===== src/common/tps_pkg.sv =====
// Constants, register map and types shared by the two-port parity memory block.
package tps_pkg;
   // Memory geometry.
   localparam int TPS_AW      = 8;
   localparam int TPS_DW      = 9;
   localparam int TPS_DBW     = 8;
   localparam int TPS_PAR_BIT = 8;
   localparam int TPS_DEPTH   = 256;

   // APB geometry.
   localparam int TPS_PAW = 8;
   localparam int TPS_PDW = 32;

   // Register byte addresses.
   localparam logic [TPS_PAW-1:0] TPS_CTRL_OFS   = 8'h00;
   localparam logic [TPS_PAW-1:0] TPS_STATUS_OFS = 8'h04;
   localparam logic [TPS_PAW-1:0] TPS_MASK_OFS   = 8'h08;

   // Control register field positions.
   localparam int TPS_CTRL_RMODE  = 0;
   localparam int TPS_RMODE_W     = 2;
   localparam int TPS_CTRL_WASYNC = 2;
   localparam int TPS_CTRL_ODD    = 3;
   localparam int TPS_CTRL_PGEN   = 4;

   // Event bits, shared by the status and mask registers.
   localparam int TPS_STS_RPF = 0;
   localparam int TPS_STS_WPF = 1;
   localparam int TPS_NEVT    = 2;

   // Read modes.
   localparam logic [TPS_RMODE_W-1:0] TPS_RM_TRANSP  = 2'h0;
   localparam logic [TPS_RMODE_W-1:0] TPS_RM_PIPE    = 2'h1;
   localparam logic [TPS_RMODE_W-1:0] TPS_RM_ASYNC_A = 2'h2;
   localparam logic [TPS_RMODE_W-1:0] TPS_RM_ASYNC_S = 2'h3;

   // Reset values.
   localparam logic [TPS_RMODE_W-1:0] TPS_RMODE_RST  = TPS_RM_TRANSP;
   localparam logic                   TPS_WASYNC_RST = 1'h0;
   localparam logic                   TPS_ODD_RST    = 1'h0;
   localparam logic                   TPS_PGEN_RST   = 1'h0;
   localparam logic [TPS_NEVT-1:0]    TPS_MASK_RST   = 2'h0;

   typedef enum logic [1:0] {
      TPS_AP_IDLE = 2'h1,
      TPS_AP_RESP = 2'h2
   } tps_ap_state_t;
endpackage


===== src/common/tps_par_if.sv =====
// Signals between the memory core and one parity unit.
`timescale 1ns/1ps
`default_nettype none
interface tps_par_if;
   import tps_pkg::*;
   logic [TPS_DBW-1:0] data;
   logic               stored_bit;
   logic               odd;
   logic               par_bit;
   logic               fault;

   modport unit (
      input  data,
      input  stored_bit,
      input  odd,
      output par_bit,
      output fault
   );

   modport user (
      output data,
      output stored_bit,
      output odd,
      input  par_bit,
      input  fault
   );
endinterface
`default_nettype wire


===== src/verilog/tps_parity.sv =====
// Parity generator and checker over the eight data bits of one word.
`timescale 1ns/1ps
`default_nettype none
module tps_parity (
   tps_par_if.unit p
);
   always_comb begin
      // Odd parity makes the total count of ones, parity bit included, odd.
      p.par_bit = (^p.data) ^ p.odd;
      p.fault   = p.stored_bit ^ (^p.data) ^ p.odd;
   end
endmodule
`default_nettype wire


===== src/verilog/tps_sram_core.sv =====
// Two-port 256 x 9 memory with parity, selectable read and write timing, APB control.
//
// The APB interface to the registers and the register offsets were decided locally.
`timescale 1ns/1ps
`default_nettype none
// Summary of operation
// - Same-location read and write returns the write data.
// - Transparent read updates outputs at the read edge.
// - Pipelined read outputs appear after second read edge.
// - Synchronous writes follow the write port clock.
// - Synchronous reads follow the separate read clock.
// - Accept nine-bit write word, bit eight parity.
// - Return nine-bit read word, bit eight parity.
// - Read parity fault flags a failing read word.
// - Write parity fault flags failing incoming data.
// - Odd parity select high means odd, else even.
// - Address or strobe timed reads; async writes too.
// - Write parity fault held low while generating parity.
module tps_sram_core
   import tps_pkg::*;
(
   input  wire logic               core_clk,
   input  wire logic               srst,
   input  wire logic               write_port_clock,
   input  wire logic               read_port_clock,
   input  wire logic [TPS_AW-1:0]  read_address,
   input  wire logic               read_select_n,
   input  wire logic               read_strobe_n,
   input  wire logic [TPS_AW-1:0]  write_address,
   input  wire logic               write_select_n,
   input  wire logic [TPS_DW-1:0]  write_data,
   input  wire logic               write_strobe_n,
   output logic      [TPS_DW-1:0]  read_data,
   output logic                    read_parity_fault,
   output logic                    write_parity_fault,
   output logic                    irq,
   input  wire logic               psel,
   input  wire logic               penable,
   input  wire logic               pwrite,
   input  wire logic [TPS_PAW-1:0] paddr,
   input  wire logic [TPS_PDW-1:0] pwdata,
   output logic      [TPS_PDW-1:0] prdata,
   output logic                    pready,
   output logic                    pslverr
);

   typedef struct packed {
      logic [TPS_DEPTH-1:0][TPS_DW-1:0] mem;
      logic [TPS_DW-1:0]                rdata;
      logic                             rpf;
      logic                             wpf;
      logic                             irq;
      logic [TPS_DW-1:0]                pipe;
      logic                             pipe_f;
      logic                             pipe_v;
      logic                             wclk_p;
      logic                             rclk_p;
      logic                             rstb_p;
      logic [TPS_RMODE_W-1:0]           rmode;
      logic                             wasync;
      logic                             odd;
      logic                             pgen;
      logic [TPS_NEVT-1:0]              sts;
      logic [TPS_NEVT-1:0]              msk;
      tps_ap_state_t                    ap;
      logic [TPS_PDW-1:0]               prdata;
      logic                             pready;
      logic                             pslverr;
   } tps_core_state_t;

   tps_core_state_t q;
   tps_core_state_t d;

   logic              wr_edge;
   logic              rd_edge;
   logic              rstb_fall;
   logic              wr_acc;
   logic              rd_acc;
   logic              wr_en;
   logic              rd_hit;
   logic              wfault;
   logic              rfault;
   logic              rd_upd;
   logic              rd_new_f;
   logic [TPS_DW-1:0] wword;
   logic [TPS_DW-1:0] rword;
   logic [TPS_DW-1:0] rd_new;

   tps_par_if wp_if ();
   tps_par_if rp_if ();

   tps_parity u_wpar (
      .p (wp_if.unit)
   );

   tps_parity u_rpar (
      .p (rp_if.unit)
   );

   // The port clocks are plain inputs sampled by core_clk; a rise is seen one core edge late.
   assign wr_edge   = write_port_clock & ~q.wclk_p;
   assign rd_edge   = read_port_clock & ~q.rclk_p;
   assign rstb_fall = ~read_strobe_n & q.rstb_p;

   assign wr_acc = ~write_select_n & ~write_strobe_n;
   assign rd_acc = ~read_select_n & ~read_strobe_n;

   // In asynchronous write mode the word is stored on every core edge of the strobe pulse.
   assign wr_en = wr_acc & (q.wasync | wr_edge);

   assign wp_if.data       = write_data[TPS_DBW-1:0];
   assign wp_if.stored_bit = write_data[TPS_PAR_BIT];
   assign wp_if.odd        = q.odd;
   assign wfault           = wp_if.fault & ~q.pgen;

   assign wword = {(q.pgen ? wp_if.par_bit : write_data[TPS_PAR_BIT]),
                   write_data[TPS_DBW-1:0]};

   // A write landing on the location being read is bypassed to the read side.
   assign rd_hit = wr_en & (write_address == read_address);
   assign rword  = rd_hit ? wword : q.mem[read_address];

   assign rp_if.data       = rword[TPS_DBW-1:0];
   assign rp_if.stored_bit = rword[TPS_PAR_BIT];
   assign rp_if.odd        = q.odd;
   assign rfault           = rp_if.fault;

   always_comb begin
      if (q.rmode == TPS_RM_TRANSP) begin
         rd_upd = rd_edge & rd_acc;
      end else if (q.rmode == TPS_RM_PIPE) begin
         rd_upd = rd_edge & q.pipe_v;
      end else if (q.rmode == TPS_RM_ASYNC_A) begin
         rd_upd = rd_acc;
      end else begin
         rd_upd = rstb_fall & ~read_select_n;
      end
   end

   assign rd_new   = (q.rmode == TPS_RM_PIPE) ? q.pipe : rword;
   assign rd_new_f = (q.rmode == TPS_RM_PIPE) ? q.pipe_f : rfault;

   always_comb begin
      logic [TPS_PDW-1:0]  rv;
      logic                map;
      logic [TPS_NEVT-1:0] clr;
      logic [TPS_NEVT-1:0] ev;
      rv  = '0;
      map = 1'h1;
      clr = '0;
      ev  = '0;
      d   = q;

      d.wclk_p = write_port_clock;
      d.rclk_p = read_port_clock;
      d.rstb_p = read_strobe_n;

      if (wr_en) begin
         d.mem[write_address] = wword;
         d.wpf                = wfault;
      end
      if (q.pgen) begin
         d.wpf = 1'h0;
      end

      // The pipeline stage moves on read clock rises and holds between them; a control register write clears its valid flag.
      if (rd_edge && q.rmode == TPS_RM_PIPE) begin
         d.pipe_v = rd_acc;
         if (rd_acc) begin
            d.pipe   = rword;
            d.pipe_f = rfault;
         end
      end

      if (rd_upd) begin
         d.rdata = rd_new;
         d.rpf   = rd_new_f;
      end

      ev[TPS_STS_RPF] = rd_upd & rd_new_f;
      ev[TPS_STS_WPF] = wr_en & wfault;

      unique case (paddr)
         TPS_CTRL_OFS: begin
            rv[TPS_CTRL_RMODE +: TPS_RMODE_W] = q.rmode;
            rv[TPS_CTRL_WASYNC]               = q.wasync;
            rv[TPS_CTRL_ODD]                  = q.odd;
            rv[TPS_CTRL_PGEN]                 = q.pgen;
         end
         TPS_STATUS_OFS: begin
            rv[TPS_NEVT-1:0] = q.sts;
         end
         TPS_MASK_OFS: begin
            rv[TPS_NEVT-1:0] = q.msk;
         end
         default: begin
            map = 1'h0;
         end
      endcase

      // Zero wait states: the setup cycle loads the answer, the access cycle completes.
      unique case (q.ap)
         TPS_AP_IDLE: begin
            if (psel && !penable) begin
               d.ap      = TPS_AP_RESP;
               d.pready  = 1'h1;
               d.prdata  = rv;
               d.pslverr = ~map;
            end
         end
         TPS_AP_RESP: begin
            d.ap      = TPS_AP_IDLE;
            d.pready  = 1'h0;
            d.pslverr = 1'h0;
            d.prdata  = '0;
            if (psel && penable && pwrite && map) begin
               unique case (paddr)
                  TPS_CTRL_OFS: begin
                     d.rmode  = pwdata[TPS_CTRL_RMODE +: TPS_RMODE_W];
                     d.wasync = pwdata[TPS_CTRL_WASYNC];
                     d.odd    = pwdata[TPS_CTRL_ODD];
                     d.pgen   = pwdata[TPS_CTRL_PGEN];
                     d.pipe_v = 1'h0;
                  end
                  TPS_STATUS_OFS: begin
                     clr = pwdata[TPS_NEVT-1:0];
                  end
                  default: begin
                     d.msk = pwdata[TPS_NEVT-1:0];
                  end
               endcase
            end
         end
         default: begin
            d.ap = TPS_AP_IDLE;
         end
      endcase

      // A new event in the clearing cycle survives the write-one-to-clear.
      d.sts = (q.sts & ~clr) | ev;
      d.irq = |(d.sts & d.msk);

      // Reset leaves the array contents alone; every other register is defined.
      if (srst) begin
         d        = '0;
         d.mem    = q.mem;
         d.ap     = TPS_AP_IDLE;
         d.rmode  = TPS_RMODE_RST;
         d.wasync = TPS_WASYNC_RST;
         d.odd    = TPS_ODD_RST;
         d.pgen   = TPS_PGEN_RST;
         d.msk    = TPS_MASK_RST;
         d.wclk_p = write_port_clock;
         d.rclk_p = read_port_clock;
         d.rstb_p = read_strobe_n;
      end
   end

   always_ff @(posedge core_clk) begin
      q <= d;
   end

   assign read_data          = q.rdata;
   assign read_parity_fault  = q.rpf;
   assign write_parity_fault = q.wpf;
   assign irq                = q.irq;
   assign prdata             = q.prdata;
   assign pready             = q.pready;
   assign pslverr            = q.pslverr;
endmodule
`default_nettype wire


===== config.mk =====
export PLATFORM = sky130hd
export DESIGN_NAME = tps_sram_core
export DESIGN_NICKNAME = d
export VERILOG_FILES = /design/src/common/tps_pkg.sv /design/src/common/tps_par_if.sv /design/src/verilog/tps_parity.sv /design/src/verilog/tps_sram_core.sv
export SDC_FILE = /design/constraint.sdc
export NUM_CORES = 2
export LEC_CHECK = 0
export BUFFER_PORTS_ARGS = -buffer_cell sky130_fd_sc_hd__buf_4
export CORE_UTILIZATION = 40
export DETAILED_ROUTE_END_ITERATION = 7
export GPL_ROUTABILITY_DRIVEN = 0
export SYNTH_ARGS = -nofsm -noshare
export SYNTH_HDL_FRONTEND = slang
export SYNTH_HIERARCHICAL = 1
export SYNTH_SLANG_ARGS = --single-unit

===== constraint.sdc =====
create_clock -name core_clk -period 5.5 [get_ports core_clk]
set_input_delay 0.825 -clock core_clk [delete_from_list [all_inputs] [get_ports core_clk]]
set_output_delay 0.825 -clock core_clk [all_outputs]
set_load 0.01 [all_outputs]

==> summary.txt <==
Run status
  – Run status: finished, final reports clean

Clocking
  – CTS tree: yes
  – Root buf cell: clkbuf_16
  – Clock Sinks: 2348
  – CTS hold repair buffers: 0
  – Clock transition at the registers of the reported paths: 0.06 ns
  – Post-CTS Resized: 0
  – Htree depth: 4
  – Cts bufs inserted: 225
  – Clk Latency, worst-skew pair: 0.86 ns
  – CTS Buffer Depth: 3
  – Post-CTS Setup Bufs: 0

Routing
  – Vias per inst: 5.73
  – 1st-pass router iterations: 6
  – Avg WL per Cell: 29.5 microns
  – Vias: 46000
  – Routed WL: 236000 microns
  – DRC viols: 0
  – Drt initial violations: 5275
  – Final ANT Viol Nets: 0

Layout
  – Post-layout util: 46.2%
  – Fillers: 18900
  – Nets: 4887
  – Area occupied by multi-input gates: 19900 sq um
  – Finished Layout Cells: 8021
  – Layout cells sized above 1: 25.9%
  – Register area: 70100 sq um
  – Area growth, synth to finish: 14.6%

Power
  – Pleak: 33.2 nW
  – Pwr per Cell Area: 355 nW/um^2
  – Max IR drop VDD: 0.284 mV

Placed design
  – Pre-CTS setup slack: -0.0951 ns
  – DP Cell Count: 7593
  – Hpwl dp: 151000 microns
  – IO buf count: 67

STA
  – Fmax: 0.209 GHz
  – Setup TNS: 0 ns
  – Final worst setup slack: 0.718 ns
  – Min Tclk post-route: 4.78 ns
  – Final setup fails: 0
  – Worst-Margin Slew: 1.24 ns
  – Slew margin rel.: 17.3%
  – Worst Skew: 0.0376 ns
  – RSZ-0062 raised after global routing: no
  – Final Hold Viols: 0
  – Max Transition Viols Final: 0
  – Final worst path period share: 86.9%
  – Worst hold slack: 0.0663 ns

GRT
  – Gr usage total: 20.4%
  – Antenna violations before repair: 13
  – Global-route wire length before repair: 337000 microns
  – Vias in the first global route: 45800
  – Largest net degree at the start of global routing: 190
  – Total global routing overflow: 0

Synthesis
  – Post-synthesis cell area: 91700 sq um
  – Syn_area_per_cell: 20.6 sq um
  – Yosys Warn Count: 6
  – Synth Instances: 4456

Die
  – DIE WIDTH: 481 microns
  – Initial Utilization: 40.3%
  – Die footprint: 231000 sq um
  – Die Y: 481 microns
  – Core Box Area: 228000 sq um
  – I/O Pins: 122
  – FP Rows: 175

Setup path
  – CP arrival: 5.59 ns
  – Crit-path slowest cell: mux4_2
  – CP cell instances: buf_8 -> buf_12 -> buf_4 -> mux4_2 -> a22oi_1 -> nand4_1 -> buf_4 -> mux4_2 -> o221a_2 -> xnor2_1 -> xnor3_1 -> xnor2_1 -> buf_4 -> nand2_1 -> a21o_1 -> a211oi_1 -> a21o_1
  – Slowest stage delay, CP: 0.52 ns
  – CP endpoint kind: flip-flop
  – Kind of critical path: in -> reg
  – Most frequent CP cell: buf_4
  – Critical path data required time: 6.31 ns
  – CP max FO: 21
  – Crit start category: input port

Flow run
  – Max cap viols: 0

Min path
  – HP Class: in -> reg
-- state kept, by name, indices dropped and copies added (netlist names) --
signal	flops
irq	1
prdata	5
pready	1
pslverr	1
q	2328
read_data	9
read_parity_fault	1
rp_if.odd	1
write_parity_fault	1
-- placed cells by master (no fill, tap or decap), types with 37 or more instances in the layout --
master / instances
clkinv_1: 60
o22ai_1: 104
a221oi_1: 42
clkbuf_1: 37
a22oi_1: 122
edfxtp_1: 2304
nor2_1: 344
clkbuf_16: 227
dfxtp_1: 44
buf_12: 57
nor3_1: 37
mux4_2: 513
mux2i_1: 169
buf_4: 349
o21ai_0: 53
nand2_1: 80
clkinv_2: 49
-- final timing paths --
kind         cells past startpoint  slack [ns]     to        startpoint
min                              1        0.07  q[47]  write_port_clock
max                             17        0.72    irq   read_address[0]
max reg2reg                     14        1.24    irq            q[139]
min reg2reg                      2        0.47  q[49]             q[49]
-- layout make-up --
type,instances,share of cell area [%]
Antenna cell,5,0.0119
Tap cell,3009,3.58
Clock buffer,269,5.60
Sequential cell,2348,66.6
Inverter,9,0.0393
Clock inverter,154,1.46
Timing Repair Buffer,416,3.72
Multi-Input combinational cell,1811,18.9
-- critical path, delay by kind of cell --
kind,cells,cell delay [ns]
AO/OA/AOI/OAI,5,1.21
buffers and inverters,5,1.20
multiplexers,2,1.03
XOR/XNOR,3,0.86
AND/OR/NAND/NOR,2,0.37
-- power by group --
group | internal [mW] | switching (mW) | total, mW | leakage [nW]
clock | 8.86 | 6.71 | 15.6 | 3.65
combinational | 0.794 | 1.31 | 2.11 | 8.46
sequential | 19.6 | 0.00927 | 19.7 | 21.1
-- per-stage QoR --
stage / power (mW) / instance area (sq um)
after detailed placement: 22.1 / 97700
final: 37.3 / 105000
after floorplan: 21.1 / 91800
after CTS: 37.5 / 105000
after global placement: 22.1 / 97700
after global routing: 38.3 / 105000
-- per-layer routing --
| layer | share of wire (%) | up-vias | track usage, % |
|---|---|---|---|
| met4 | 2.7 | 6 | 6.02 |
| met2 | 48 | 1872 | 32.8 |
| met1 | 42 | 24600 | 28.3 |
| li1 | - | 19200 | - |
| met5 | 0.021 | - | 0 |
| met3 | 7.4 | 307 | 3.87 |
No activity file was read; power rests on OpenSTA's default activity.
